[src/design/pcf_pkg.sv]
package pcf_pkg;

    // supply level as reported by the pin comparators
    typedef enum logic [1:0] {
        PCF_LVL_ZERO  = 2'h0,
        PCF_LVL_HOLD  = 2'h1,
        PCF_LVL_COUNT = 2'h2,
        PCF_LVL_DELIM = 2'h3
    } pcf_level_t;

    // decoder states, gray along idle -> key -> addr
    typedef enum logic [1:0] {
        PCF_ST_IDLE = 2'h0,
        PCF_ST_KEY  = 2'h1,
        PCF_ST_ADDR = 2'h3
    } pcf_state_t;

    // pulse events, each a one-cycle pulse except zero
    typedef struct packed {
        logic zero;
        logic mid_pulse;
        logic short_high;
        logic long_high;
    } pcf_evt_t;

    // register port request
    typedef struct packed {
        logic        wr;
        logic        rd;
        logic [3:0]  addr;
        logic [31:0] wdata;
    } pcf_bus_req_t;

    // calibration layout
    localparam int          CAL_BITS       = 6;
    localparam int          CAL_STEPS      = 64;
    localparam int          FIELDS         = CAL_BITS + 1;
    localparam int          LOCK_FIELD     = CAL_BITS;
    localparam int          ADDR_W         = 7;
    localparam logic [6:0]  LOCK_ADDR      = 7'h41;
    localparam logic [6:0]  ADDR_MAX       = 7'h7F;
    localparam logic [3:0]  KEY_MIN_PULSES = 4'h7;
    localparam logic [3:0]  KEY_CNT_MAX    = 4'hF;
    localparam logic [5:0]  HYST_STEPS     = 6'h02;

    // pulse timing
    localparam int          CLK_KHZ        = 20000;
    localparam int          PULSE_MIN_US   = 20;
    localparam int          BLOW_MIN_US    = 100;
    localparam int          WIDTH_W        = 12;
    localparam logic [11:0] PULSE_MIN_CYC  =
        12'((PULSE_MIN_US * CLK_KHZ + 999) / 1000);
    localparam logic [11:0] BLOW_MIN_CYC   =
        12'((BLOW_MIN_US * CLK_KHZ + 999) / 1000);

    // register map
    localparam logic [3:0]  REG_CTRL       = 4'h0;
    localparam logic [3:0]  REG_STATUS     = 4'h4;
    localparam logic [3:0]  REG_CAL        = 4'h8;
    localparam logic [3:0]  REG_ADDR       = 4'hC;
    localparam int          CTRL_PROG_BIT  = 0;
    localparam int          CTRL_BLOW_BIT  = 1;
    localparam logic [1:0]  CTRL_RESET     = 2'h3;

endpackage

[src/design/pcf_fuse_prog.sv]
// The strobed register port and the register addresses are this design's own decisions.
`timescale 1ns/1ps
// What this block does
// - threshold set only by supply pulse codes
// - provisional bits clear and set repeatedly
// - blown lock fuse ignores all further sequences
// - release follows operate by fixed hysteresis
// - operate range split into 64 steps
// - six data bits, one bitfield each
// - hold level keeps every bitfield
// - each mid pulse after keying increments address counter, up to 127
// - short high delimits, long high blows fuse
// - supply near zero clears bitfields, counters and decoder state; fuses stay
// - same sequence; fuse pulse makes it permanent
// - keying: high, seven mids, high enables
// - lock bit at address 65 with fuse
// - unset bitfields read as zero
module pcf_fuse_prog
    import pcf_pkg::*;
(
    // clock and reset
    input  wire logic          ref_clk_i,
    input  wire logic          rst_i,
    // supply level comparators
    input  wire logic [1:0]    supply_level_i,
    // register port
    input  wire pcf_bus_req_t  bus_req_i,
    output logic [31:0]        bus_rdata_o,
    // threshold codes
    output logic [5:0]         operate_threshold_o,
    output logic [5:0]         release_threshold_o,
    // fuse control
    output logic               locked_o,
    output logic               fuse_blow_o,
    output logic [FIELDS-1:0]  fuse_sel_o
);
    logic [1:0]        level_s;
    pcf_evt_t          evt;
    pcf_state_t        state_r;
    logic [3:0]        key_cnt_r;
    logic [ADDR_W-1:0] addr_r;
    logic [1:0]        ctrl_r;
    logic [FIELDS-1:0] field_w;
    logic [FIELDS-1:0] fuse_w;
    logic [FIELDS-1:0] field_sel;
    logic              active;
    logic              key_ok;
    logic              set_go;
    logic              blow_go;
    logic [5:0]        op_nxt;
    logic [31:0]       rdata_nxt;

    pcf_sync2 #(
        .W(2)
    ) u_sync (
        .ref_clk_i(ref_clk_i),
        .rst_i    (rst_i),
        .async_i  (supply_level_i),
        .sync_o   (level_s)
    );

    pcf_pulse_class u_class (
        .ref_clk_i(ref_clk_i),
        .rst_i    (rst_i),
        .level_i  (level_s),
        .evt_o    (evt)
    );

    assign active  = ctrl_r[CTRL_PROG_BIT] && !fuse_w[LOCK_FIELD];
    // seven or more mids before closing high
    assign key_ok  = (key_cnt_r >= KEY_MIN_PULSES);
    // delimiter sets, long high also blows
    assign set_go  = active && (state_r == PCF_ST_ADDR)
                     && (evt.short_high || evt.long_high);
    // fuse pulse and the blow enable bit are the only difference
    assign blow_go = set_go && evt.long_high && ctrl_r[CTRL_BLOW_BIT];

    // decoder state driven by pulse codes, forced idle while not active
    always_ff @(posedge ref_clk_i) begin
        if (rst_i) begin
            state_r <= PCF_ST_IDLE;
        end else if (evt.zero || !active) begin
            state_r <= PCF_ST_IDLE;
        end else begin
            unique case (state_r)
                PCF_ST_IDLE: begin
                    if (evt.short_high) begin
                        state_r <= PCF_ST_KEY;
                    end
                end
                PCF_ST_KEY: begin
                    if (evt.short_high) begin
                        state_r <= key_ok ? PCF_ST_ADDR : PCF_ST_IDLE;
                    end else if (evt.long_high) begin
                        state_r <= PCF_ST_IDLE;
                    end
                end
                PCF_ST_ADDR: begin
                    if (evt.short_high || evt.long_high) begin
                        state_r <= PCF_ST_IDLE;
                    end
                end
                default: begin
                    state_r <= PCF_ST_IDLE;
                end
            endcase
        end
    end

    always_ff @(posedge ref_clk_i) begin
        if (rst_i || evt.zero) begin
            key_cnt_r <= '0;
        end else if (state_r == PCF_ST_IDLE && evt.short_high) begin
            key_cnt_r <= '0;
        end else if (state_r == PCF_ST_KEY && evt.mid_pulse
                     && key_cnt_r != KEY_CNT_MAX) begin
            key_cnt_r <= key_cnt_r + 4'h1;
        end
    end

    // address counter steps per mid pulse
    always_ff @(posedge ref_clk_i) begin
        if (rst_i || evt.zero) begin
            addr_r <= '0;
        end else if (active && state_r == PCF_ST_KEY && evt.short_high) begin
            addr_r <= '0;
        end else if (active && state_r == PCF_ST_ADDR && evt.mid_pulse
                     && addr_r != ADDR_MAX) begin
            addr_r <= addr_r + 7'h01;
        end
    end

    // one bitfield and one fuse per entry
    for (genvar g = 0; g < FIELDS; g++) begin : g_field
        // last entry is the lock bit
        localparam logic [ADDR_W-1:0] FADDR = (g < CAL_BITS) ?
            ADDR_W'(g + 1) : LOCK_ADDR;
        logic field_r;
        logic fuse_r;

        assign field_sel[g] = (addr_r == FADDR);
        assign field_w[g]   = field_r;
        assign fuse_w[g]    = fuse_r;

        always_ff @(posedge ref_clk_i) begin
            if (rst_i || evt.zero) begin
                field_r <= 1'b0;
            end else if (set_go && field_sel[g]) begin
                field_r <= 1'b1;
            end
        end

        // long high blows the selected fuse
        always_ff @(posedge ref_clk_i) begin
            if (rst_i) begin
                fuse_r <= 1'b0;
            end else if (blow_go && field_sel[g]) begin
                fuse_r <= 1'b1;
            end
        end
    end

    // blown fuse reads one; unset reads zero
    assign op_nxt = field_w[CAL_BITS-1:0] | fuse_w[CAL_BITS-1:0];

    // release is operate minus fixed offset, or zero when operate is below the offset
    always_ff @(posedge ref_clk_i) begin
        if (rst_i) begin
            operate_threshold_o <= '0;
            release_threshold_o <= '0;
            locked_o            <= 1'b0;
        end else begin
            operate_threshold_o <= op_nxt;
            release_threshold_o <= (op_nxt >= HYST_STEPS) ?
                                   op_nxt - HYST_STEPS : 6'h00;
            locked_o            <= fuse_w[LOCK_FIELD];
        end
    end

    // fuse drive pulse
    always_ff @(posedge ref_clk_i) begin
        if (rst_i) begin
            fuse_blow_o <= 1'b0;
            fuse_sel_o  <= '0;
        end else begin
            fuse_blow_o <= blow_go;
            fuse_sel_o  <= blow_go ? field_sel : '0;
        end
    end

    // control register
    always_ff @(posedge ref_clk_i) begin
        if (rst_i) begin
            ctrl_r <= CTRL_RESET;
        end else if (bus_req_i.wr && bus_req_i.addr == REG_CTRL) begin
            ctrl_r <= bus_req_i.wdata[1:0];
        end
    end

    // read mux
    always_comb begin
        rdata_nxt = 32'h0000_0000;
        unique case (bus_req_i.addr)
            REG_CTRL: begin
                rdata_nxt[1:0] = ctrl_r;
            end
            REG_STATUS: begin
                rdata_nxt[1:0] = state_r;
                rdata_nxt[2]   = fuse_w[LOCK_FIELD];
                rdata_nxt[3]   = field_w[LOCK_FIELD];
                rdata_nxt[4]   = active;
            end
            REG_CAL: begin
                rdata_nxt[5:0]   = op_nxt;
                rdata_nxt[13:8]  = fuse_w[CAL_BITS-1:0];
                rdata_nxt[21:16] = field_w[CAL_BITS-1:0];
            end
            REG_ADDR: begin
                rdata_nxt[6:0]  = addr_r;
                rdata_nxt[11:8] = key_cnt_r;
            end
            default: begin
                rdata_nxt = 32'h0000_0000;
            end
        endcase
    end

    // read data valid only the cycle after the strobe
    always_ff @(posedge ref_clk_i) begin
        if (rst_i) begin
            bus_rdata_o <= '0;
        end else begin
            bus_rdata_o <= bus_req_i.rd ? rdata_nxt : 32'h0000_0000;
        end
    end

    a_zero_clears: assert property (@(posedge ref_clk_i) disable iff (rst_i)
        evt.zero |=> (field_w == '0) && (state_r == PCF_ST_IDLE))
        else $error("zero level did not clear");

    a_lock_freezes: assert property (@(posedge ref_clk_i) disable iff (rst_i)
        (fuse_w[LOCK_FIELD] && !evt.zero) |=> $stable(field_w))
        else $error("bitfield changed while locked");

    a_fuse_forces: assert property (@(posedge ref_clk_i) disable iff (rst_i)
        ##1 ((operate_threshold_o & $past(fuse_w[5:0]))
             == $past(fuse_w[5:0])))
        else $error("blown fuse bit reads zero");

    a_key_restart: assert property (@(posedge ref_clk_i) disable iff (rst_i)
        (active && state_r == PCF_ST_KEY && evt.short_high && key_ok
         && !evt.zero)
        |=> (state_r == PCF_ST_ADDR) && (addr_r == 7'h00))
        else $error("keying did not restart address");

    a_key_short: assert property (@(posedge ref_clk_i) disable iff (rst_i)
        (state_r == PCF_ST_KEY && evt.short_high && !key_ok)
        |=> state_r == PCF_ST_IDLE)
        else $error("short key entered addressing");

    a_mid_step: assert property (@(posedge ref_clk_i) disable iff (rst_i)
        (active && state_r == PCF_ST_ADDR && evt.mid_pulse && !evt.zero
         && addr_r != ADDR_MAX)
        |=> addr_r == $past(addr_r) + 7'h01)
        else $error("address did not step");

    a_release_off: assert property (@(posedge ref_clk_i) disable iff (rst_i)
        (operate_threshold_o >= HYST_STEPS)
        |-> release_threshold_o == operate_threshold_o - HYST_STEPS)
        else $error("release offset wrong");

    // blow only on long pulse and one cycle
    a_blow_cause: assert property (@(posedge ref_clk_i) disable iff (rst_i)
        $rose(fuse_blow_o) |-> $past(evt.long_high)
        ##1 !fuse_blow_o)
        else $error("fuse blow without long pulse");

    a_short_sets: assert property (@(posedge ref_clk_i) disable iff (rst_i)
        (set_go && !evt.zero && field_sel[0]) |=> field_w[0])
        else $error("delimiter did not set bit");

    // blow only while blow enable set
    a_blow_gated: assert property (
        @(posedge ref_clk_i) disable iff (rst_i)
        $rose(fuse_blow_o) |-> $past(ctrl_r[CTRL_BLOW_BIT]))
        else $error("fuse blown while blow disabled");

    a_sel_onehot: assert property (
        @(posedge ref_clk_i) disable iff (rst_i)
        fuse_blow_o |-> $onehot(fuse_sel_o))
        else $error("fuse select not one-hot");

    // no select outside a blow pulse
    a_sel_idle: assert property (
        @(posedge ref_clk_i) disable iff (rst_i)
        !fuse_blow_o |-> (fuse_sel_o == '0))
        else $error("fuse select without blow");

    a_locked_out: assert property (
        @(posedge ref_clk_i) disable iff (rst_i)
        ##1 (locked_o == $past(fuse_w[LOCK_FIELD])))
        else $error("lock output wrong");

    a_fuse_sticky: assert property (
        @(posedge ref_clk_i) disable iff (rst_i)
        ##1 ((fuse_w & $past(fuse_w)) == $past(fuse_w)))
        else $error("blown fuse cleared");

    a_lock_idle: assert property (
        @(posedge ref_clk_i) disable iff (rst_i)
        fuse_w[LOCK_FIELD] |=> (state_r == PCF_ST_IDLE))
        else $error("decoder left idle while locked");

    a_release_low: assert property (
        @(posedge ref_clk_i) disable iff (rst_i)
        (operate_threshold_o < HYST_STEPS) |-> (release_threshold_o == 6'h00))
        else $error("release not clamped");

    // zero clears address and key count
    a_zero_addr: assert property (
        @(posedge ref_clk_i) disable iff (rst_i)
        evt.zero |=> (addr_r == '0) && (key_cnt_r == '0))
        else $error("zero level left counters set");
endmodule // pcf_fuse_prog

[src/design/pcf_pulse_class.sv]
`timescale 1ns/1ps
module pcf_pulse_class
    import pcf_pkg::*;
(
    // clock and reset
    input  wire logic ref_clk_i,
    input  wire logic rst_i,
    // synchronised level
    input  wire logic [1:0] level_i,
    // classified events
    output pcf_evt_t        evt_o
);
    logic [1:0]         prev_r;
    logic [WIDTH_W-1:0] width_r;
    logic               ended;
    logic               wide;

    assign ended = (level_i != prev_r);
    assign wide  = (width_r >= PULSE_MIN_CYC);

    // width of the level held so far, saturating
    always_ff @(posedge ref_clk_i) begin
        if (rst_i) begin
            prev_r  <= PCF_LVL_HOLD;
            width_r <= '0;
        end else begin
            prev_r <= level_i;
            if (ended) begin
                width_r <= 12'h001;
            end else if (width_r != BLOW_MIN_CYC) begin
                width_r <= width_r + 12'h001;
            end
        end
    end

    always_ff @(posedge ref_clk_i) begin
        if (rst_i) begin
            evt_o <= '0;
        end else begin
            evt_o.zero       <= (level_i == PCF_LVL_ZERO);
            evt_o.mid_pulse  <= ended && wide && (prev_r == PCF_LVL_COUNT);
            evt_o.short_high <= ended && wide && (prev_r == PCF_LVL_DELIM)
                                && (width_r < BLOW_MIN_CYC);
            evt_o.long_high  <= !ended && (prev_r == PCF_LVL_DELIM)
                                && (width_r == BLOW_MIN_CYC - 12'h001);
        end
    end
endmodule // pcf_pulse_class

[src/design/pcf_sync2.sv]
`timescale 1ns/1ps
module pcf_sync2 #(
    parameter int W = 2
) (
    // clock and reset
    input  wire logic         ref_clk_i,
    input  wire logic         rst_i,
    // asynchronous in, synchronous out
    input  wire logic [W-1:0] async_i,
    output logic      [W-1:0] sync_o
);
    logic [W-1:0] meta_r;

    always_ff @(posedge ref_clk_i) begin
        if (rst_i) begin
            meta_r <= '0;
            sync_o <= '0;
        end else begin
            meta_r <= async_i;
            sync_o <= meta_r;
        end
    end
endmodule // pcf_sync2

[config.mk]
export PLATFORM = sky130hd
export DESIGN_NAME = pcf_fuse_prog
export DESIGN_NICKNAME = d
export VERILOG_FILES = /design/src/design/pcf_pkg.sv /design/src/design/pcf_fuse_prog.sv /design/src/design/pcf_pulse_class.sv /design/src/design/pcf_sync2.sv
export SDC_FILE = /design/constraint.sdc
export NUM_CORES = 1
export LEC_CHECK = 0
export BUFFER_PORTS_ARGS = -buffer_cell sky130_fd_sc_hd__buf_2
export CORE_MARGIN = 2
export CORE_UTILIZATION = 50
export CTS_CLUSTER_DIAMETER = 80
export DETAILED_ROUTE_END_ITERATION = 10
export GPL_ROUTABILITY_DRIVEN = 0
export HOLD_SLACK_MARGIN = 0.15
export PLACE_DENSITY = 0.76
export SLEW_MARGIN = 10
export SYNTH_ARGS = -nofsm -noshare
export SYNTH_HDL_FRONTEND = slang
export SYNTH_HIERARCHICAL = 1
export SYNTH_SLANG_ARGS = --single-unit
[constraint.sdc]
create_clock -name ref_clk_i -period 4.85 [get_ports ref_clk_i]
set_input_delay 0.7275 -clock ref_clk_i [delete_from_list [all_inputs] [get_ports ref_clk_i]]
set_output_delay 0.7275 -clock ref_clk_i [all_outputs]
set_load 0.02 [all_outputs]
==> results of run 1 <==
## kinds of logic after synthesis
kind of cell | after synthesis | share of synthesized area (%)
adders and majority gates | 8 | 2.82
DFF | 91 | 51.4
xor gates and xnor gates | 20 | 4.94
muxes | 8 | 3.07
and+or+nand+nor | 151 | 23.4
buffers and inverters | 32 | 4.83
other | 1 | 0.106
AOI/OAI and AO/OA | 47 | 9.52
## registers in the layout, indices dropped and copies added, names as in the netlist, 4 cells and up
register and count:
addr_r 7, bus_rdata_o 19, fuse_sel_o 7, g_field.field_r 7
g_field.fuse_r 7, key_cnt_r 4, operate_threshold_o 6, release_threshold_o 6
u_class/evt_o 4, u_class/width_r 12
## worst max-delay path: stages
cell and delay, ns:
buf_2 0.31, clkinv_1 0.39, and4_2 0.43, and3_1 0.22, a21o_1 0.15
## through the flow
stage	power, W	instances	util, %	hold slack, ns	area (um^2)
after floorplan	0.000811	370	-	0.414	3590
after global placement	0.000814	495	56.1	0.424	3830
after detailed placement	0.000815	495	56.1	0.429	3830
after CTS	0.00125	510	58.5	0.451	4000
after global routing	0.00128	510	58.5	0.475	4000
final	0.00124	510	58.5	0.451	4000
## final timing paths
kind / start / to / cells past startpoint
hold / removal: u_sync/meta_r[1]$_SDFF_PP0_ / u_sync/sync_o[1]$_SDFF_PP0_ / 1
setup reg to reg: addr_r[0]$_SDFFE_PP0P_ / addr_r[4]$_SDFFE_PP0P_ / 5
hold reg to reg: u_sync/meta_r[1]$_SDFF_PP0_ / u_sync/sync_o[1]$_SDFF_PP0_ / 1
setup / recovery: rst_i / g_field[2].fuse_r$_SDFFE_PP0P_ / 5
## cell type report
cell class,instances,area [um^2],area share (%)
clock inverter,6,40.0,1.00
multi-input combinational,247,1600,40.0
clock buffer,9,124,3.10
timing repair buffer,51,255,6.38
inverter,10,37.5,0.939
sequential,91,1820,45.6
tap,96,120,3.00
## routing by layer
metal / vias to the layer above / track usage (%) / wire [um] / part of all wire [%]
li1: 1300 / - / - / -
met4: 0 / 6.75 / 113 / 1.7
met5: - / 0 / 0 / 0
met2: 65 / 31.5 / 3370 / 49
met3: 11 / 4.76 / 295 / 4.3
met1: 1185 / 22.4 / 3050 / 45
## Yosys cell counts (2+ instances only)
cell	count	share of area [%]
nor3_1	7	0.99
nand2_1	14	1.5
a22o_1	4	0.99
nor2_1	60	6.3
a21oi_1	6	0.85
nand3b_1	3	0.63
clkbuf_1	7	0.74
nand2b_1	3	0.53
o21ai_0	7	0.99
xnor2_1	11	2.7
buf_4	13	2.8
buf_2	2	0.28
ha_1	8	2.8
and3_1	11	1.9
nand4_1	2	0.35
mux2i_1	6	1.7
dfxtp_1	91	51
or2_2	2	0.35
nand3_1	10	1.4
xor2_1	9	2.2
a21o_1	6	1.3
a31o_2	2	0.49
or3_1	3	0.53
a31oi_1	8	1.4
inv_1	9	0.95
nor2b_1	11	1.9
a22oi_1	3	0.63
and2_1	11	1.9
## report_power, final
part | internal (W) | switching [W]
combinational | 0.0000129 | 0.0000290
clock | 0.000184 | 0.000255
sequential | 0.000751 | 0.00000484
==> key figures, run 1 <==
Power
  – Power Dens Cells: between 300 and 400 nW/um^2
  – Peak supply drop: ~0.16 mV
  – Leakage power: 1.75 nW

Critical path
  – Kind of critical path: input port to flip-flop
  – Crit Path Max Fanout: 21
  – Worst setup SP type: input port
  – CP Data Required Time: between 5 and 6 ns
  – Worst setup EP type: flip-flop
  – CP arrival: 2.23 ns
  – Worst reg-to-reg setup slack: slightly above 3 ns

Timing
  – Min cycle time layout: just under 2 ns
  – Final setup margin: between 2 and 3 ns
  – Sum Neg Setup Slack: 0 ns
  – Worst-margin pin slew: 0.571 ns
  – Slew margin rel.: 61.5%
  – Final Cycle Share: 41.0%
  – RSZ-0062 raised after global routing: false
  – Fmax: 503 MHz
  – Final Slew Violations: 0
  – Final Hold Vio Count: 0
  – Worst clock skew: 0.0117 ns
  – Final setup viols: 0

Die
  – Effective utilization at floorplan: roughly half
  – Die Width: slightly below 90 um
  – Cell Rows: 30
  – Die area: just under 8000 um^2
  – Core Box Area: ~6800 um^2
  – Die height: 88.2 um
  – Num ports: 95

Drt
  – Final ANT Viol Nets: 0
  – Via Count: 2561
  – TritonRoute pass-1 iters: 4
  – DRC Markers: 0
  – Detailed Route WL: approximately 6.8 mm
  – First DRT Iteration DRCs: around 120
  – Wire length per cell: roughly 13 um
  – DR vias/cell: approximately 5

Cells and area
  – Net count, final: 460
  – Most common cell after layout, fill and taps aside: dfxtp_1
  – Commonest non-fill, non-tap cells in the layout: 91 x dfxtp_1, 60 x nor2_1, 51 x buf_2, 14 x nand2_1, 13 x conb_1
  – Layout cells sized above 1: about 20%
  – Synth-to-layout area growth: 12.7%
  – Layout fillers: roughly 600
  – Ant. Diodes: 0

Place
  – Port Buffers: between 50 and 60
  – Setup WS pre-CTS: around 2.5 ns
  – Final HPWL DP: ~5.1 mm

Synth
  – Seq cells post-synth: 91
  – Syn_area_per_cell: between 9 and 10 um^2
  – Mapped cell area: approximately 3500 um^2
  – Yosys warnings: 6
  – Synth Instances: between 300 and 400
  – Synth Flop Type: dfxtp_1
  – Post-synthesis sequential area ratio: about half
  – Async set-or-reset flop fraction in the synthesized netlist: 0%
  – Number of synthesized flops with an enable pin: 0
  – Unique masters post-synth: 57

Clock network
  – Max clock buf depth: 2
  – TritonCTS Sinks: 91
  – CTS Buf Count: 9
  – Clk slew on worst S/H paths: ~0.09 ns
  – Htree depth: 3
  – Clk_lat worst skew: 0.35 ns
  – CTS hold repair buffers: 0
  – Total setup buffers inserted after CTS: 0
  – CTS tree: built
  – Post-CTS Resized: 0
  – Root Driver: clkbuf_8

Outcome
  – Status: finished, final reports clean

Global routing
  – Largest net degree at the start of global routing: 22
  – Number of global-route vias before repair: around 2300
  – GR Overflow Total: 0
  – First-pass GRT wire length: around 11 mm
  – Initial antenna violation count: 0
  – Total track usage: 18.4%

Run
  – Number of max-cap violations: 0

Min path
  – Worst hold path type: flip-flop to flip-flop
(Power assumes the default switching activity.)
==> run 2, diff against run 1 <==
clock period = 1.95 ns   (was 4.85 ns; I/O delays follow)
==> run 2 against run 1 <==
Net effect: clock skew about the same; clock power grew to 2.9 times the previous value; global-route usage up 0.37 points; critical path type is now flip-flop to flip-flop; clock-buffer cell count grew 1; die area did not move; worst setup slack lost 2.6 ns; largest cell class unchanged; final area rose by 2.3%; core utilization increased by 1.3 points; highest routed layer unchanged; sequential power up 150%.
==> key figures, run 2 (synthesis gave the netlist of run 1 again) <==
Cells and area
  – Commonest non-fill, non-tap cells in the layout: 91 x dfxtp_1, 60 x nor2_1, 51 x buf_2, 14 x nand2_1, 13 x conb_1 (unchanged)
  – Most flops, register: bus_rdata_o (unchanged)
  – Max reg flops: 19 (unchanged)
  – Synth-to-layout area growth: 15.2% (was 12.7%)
  – Biggest regs: bus_rdata_o x19, u_class/width_r x12 (unchanged)
  – Net count, final: 467 (was 460)
  – Layout cells sized above 1: 20.6% (was 19.6%)
  – Ant. Diodes: 0 (unchanged)
  – Most common cell after layout, fill and taps aside: dfxtp_1 (unchanged)

Drt
  – Via Count: 2628 (was 2561)
  – Wire length per cell: 13.5 um (was 13.4 um)
  – Detailed Route WL: 7.02 mm (was 6.83 mm)
  – Final ANT Viol Nets: 0 (unchanged)
  – DRC Markers: 0 (unchanged)
  – First DRT Iteration DRCs: 189 (was 121)
  – TritonRoute pass-1 iters: 4 (unchanged)
  – DR vias/cell: 5.07 (was 5.02)

Place
  – Port Buffers: 51 (unchanged)
  – Setup WS pre-CTS: 0.274 ns (was 2.50 ns)
  – Final HPWL DP: 5.24 mm (was 5.06 mm)

Die
  – Effective utilization at floorplan: 51.9% (unchanged)
  – Die height: 88.2 um (unchanged)
  – Cell Rows: 30 (unchanged)
  – Num ports: 95 (unchanged)
  – Die area: 7780 um^2 (unchanged)
  – Die Width: 88.2 um (unchanged)
  – Core Box Area: 6830 um^2 (unchanged)

Timing
  – Min cycle time layout: 1.70 ns
  – Final Slew Violations: 0 (unchanged)
  – Final setup viols: 0 (unchanged)
  – Slew margin rel.: 60.4% (was 61.5%)
  – Final Hold Vio Count: 0 (unchanged)
  – Worst clock skew: 0.0115 ns (was 0.0117 ns)
  – Sum Neg Setup Slack: 0 ns (unchanged)
  – Final setup margin: 0.245 ns (was 2.86 ns)
  – Worst-margin pin slew: 0.588 ns (was 0.571 ns)
  – Final Cycle Share: approximately 87%
  – RSZ-0062 raised after global routing: false (unchanged)
  – Fmax: between 500 and 600 MHz
  – Hold Slack: 0.161 ns (was 0.451 ns)

Global routing
  – Total track usage: 18.8% (was 18.4%)
  – Largest net degree at the start of global routing: 21 (was 22)
  – GR Overflow Total: 0 (unchanged)
  – Number of global-route vias before repair: 2385 (was 2290)
  – First-pass GRT wire length: 11.3 mm (was 11.0 mm)
  – Initial antenna violation count: 0 (unchanged)

Power
  – Tot Pwr: 0.00326 W (was 0.00124 W)
  – Power Dens Cells: 797 nW/um^2 (was 309 nW/um^2)
  – Peak supply drop: 0.391 mV (was 0.163 mV)
  – Leakage power: 1.79 nW (was 1.75 nW)

Critical path
  – CP arrival: 1.93 ns (was 2.23 ns)
  – Worst setup EP type: flip-flop (unchanged)
  – FF-to-FF Start: addr_r[1]$_SDFFE_PP0P_ (was addr_r[0]$_SDFFE_PP0P_)
  – CP Data Required Time: 2.17 ns (was 5.10 ns)
  – RR Endpoint: addr_r[4]$_SDFFE_PP0P_ (unchanged)
  – Crit Path Max Fanout: 6 (was 21)
  – Worst R2R Path Depth: 5 (unchanged)
  – Worst reg-to-reg setup slack: 0.25 ns (was 3.11 ns)
  – Worst setup SP type: flip-flop (was input port)
  – Kind of critical path: flip-flop to flip-flop (was input port to flip-flop)

Clock network
  – Clk_lat worst skew: 0.35 ns (about the same)
  – Clk slew on worst S/H paths: 0.09 ns (about the same)
  – Root Driver: clkbuf_8 (unchanged)
  – Htree depth: 3 (unchanged)
  – Post-CTS Resized: 0 (unchanged)
  – CTS tree: built (unchanged)
  – TritonCTS Sinks: 91 (unchanged)
  – CTS Buf Count: 9 (unchanged)
  – Max clock buf depth: 2 (unchanged)

Min path
  – Worst hold path type: input port to flip-flop (was flip-flop to flip-flop)
  – Hold path start: bus_req_i[0] (was u_sync/meta_r[1]$_SDFF_PP0_)
  – Hold Path End: ctrl_r[0]$_SDFFE_PP1P_ (was u_sync/sync_o[1]$_SDFF_PP0_)
  – Hold path depth: 3 (was 1)

Run
  – Number of max-cap violations: 0 (unchanged)

Outcome
  – Status: finished, final reports clean (unchanged)
run 2: cell count changes in the layout (fill, tap and decap cells not counted):
cell and change:
buf_4 +6, bufinv_16 +1, clkbuf_1 +1, clkinv_2 -3, clkinv_4 +1, clkinvlp_4 +1
dlygate4sd3_1 +1
run 2: report_power, final:
group	leakage [nW]	switching, W	internal [W]
clock	0.0935	0.000661	0.000604
sequential	0.735	0.0000118	0.00187
combinational	0.960	0.0000745	0.0000380
run 2: cell type report:
| type | instances | area [um^2] |
|---|---|---|
| fill | 597 | 2740 |
| sequential | 91 | 1820 |
| multi-input combinational | 247 | 1600 |
| timing repair buffer | 58 | 310 |
| clock buffer | 10 | 128 |
| tap | 96 | 120 |
| clock inverter | 6 | 71.3 |
| inverter | 10 | 37.5 |
run 2: worst max path at each step:
stage / startpoint / to / cells after the start
6_report: addr_r[1]$_SDFFE_PP0P_ / addr_r[4]$_SDFFE_PP0P_ / 5
5_1_grt: addr_r[1]$_SDFFE_PP0P_ / addr_r[4]$_SDFFE_PP0P_ / 5
4_1_cts: addr_r[1]$_SDFFE_PP0P_ / addr_r[4]$_SDFFE_PP0P_ / 5
3_5_place_dp: addr_r[1]$_SDFFE_PP0P_ / addr_r[4]$_SDFFE_PP0P_ / 5
3_3_place_gp: addr_r[1]$_SDFFE_PP0P_ / addr_r[4]$_SDFFE_PP0P_ / 5
2_1_floorplan: addr_r[0]$_SDFFE_PP0P_ / addr_r[5]$_SDFFE_PP0P_ / 5
run 2: repair_timing:
item	4_1_cts	5_1_grt
hold endpoints to repair	1	0
buffers inserted	0	0
hold buffers	1	0
run 2: critical path: stages, from the launching register on:
cell and delay, ns:
dfxtp_1 0.46, ha_1 0.28, nand3_1 0.23, nor3_1 0.36, mux2i_1 0.22, nor2_1 0.05
run 2: metrics by stage:
stage / instance area (um^2) / cells / util (%)
2_1_floorplan: 3590 / 370 / -
3_3_place_gp: 3880 / 501 / 56.8
3_5_place_dp: 3880 / 501 / 56.8
4_1_cts: 4090 / 518 / 59.8
5_1_grt: 4090 / 518 / 59.8
6_report: 4090 / 518 / 59.8
run 2: routing by layer:
| layer | up-vias | track usage, % | routed length [um] |
|---|---|---|---|
| li1 | 1316 | - | - |
| met1 | 1212 | 23.5 | 3130 |
| met2 | 85 | 32.3 | 3460 |
| met3 | 15 | 4.20 | 325 |
| met4 | 0 | 6.20 | 103 |
| met5 | - | 0 | 0 |
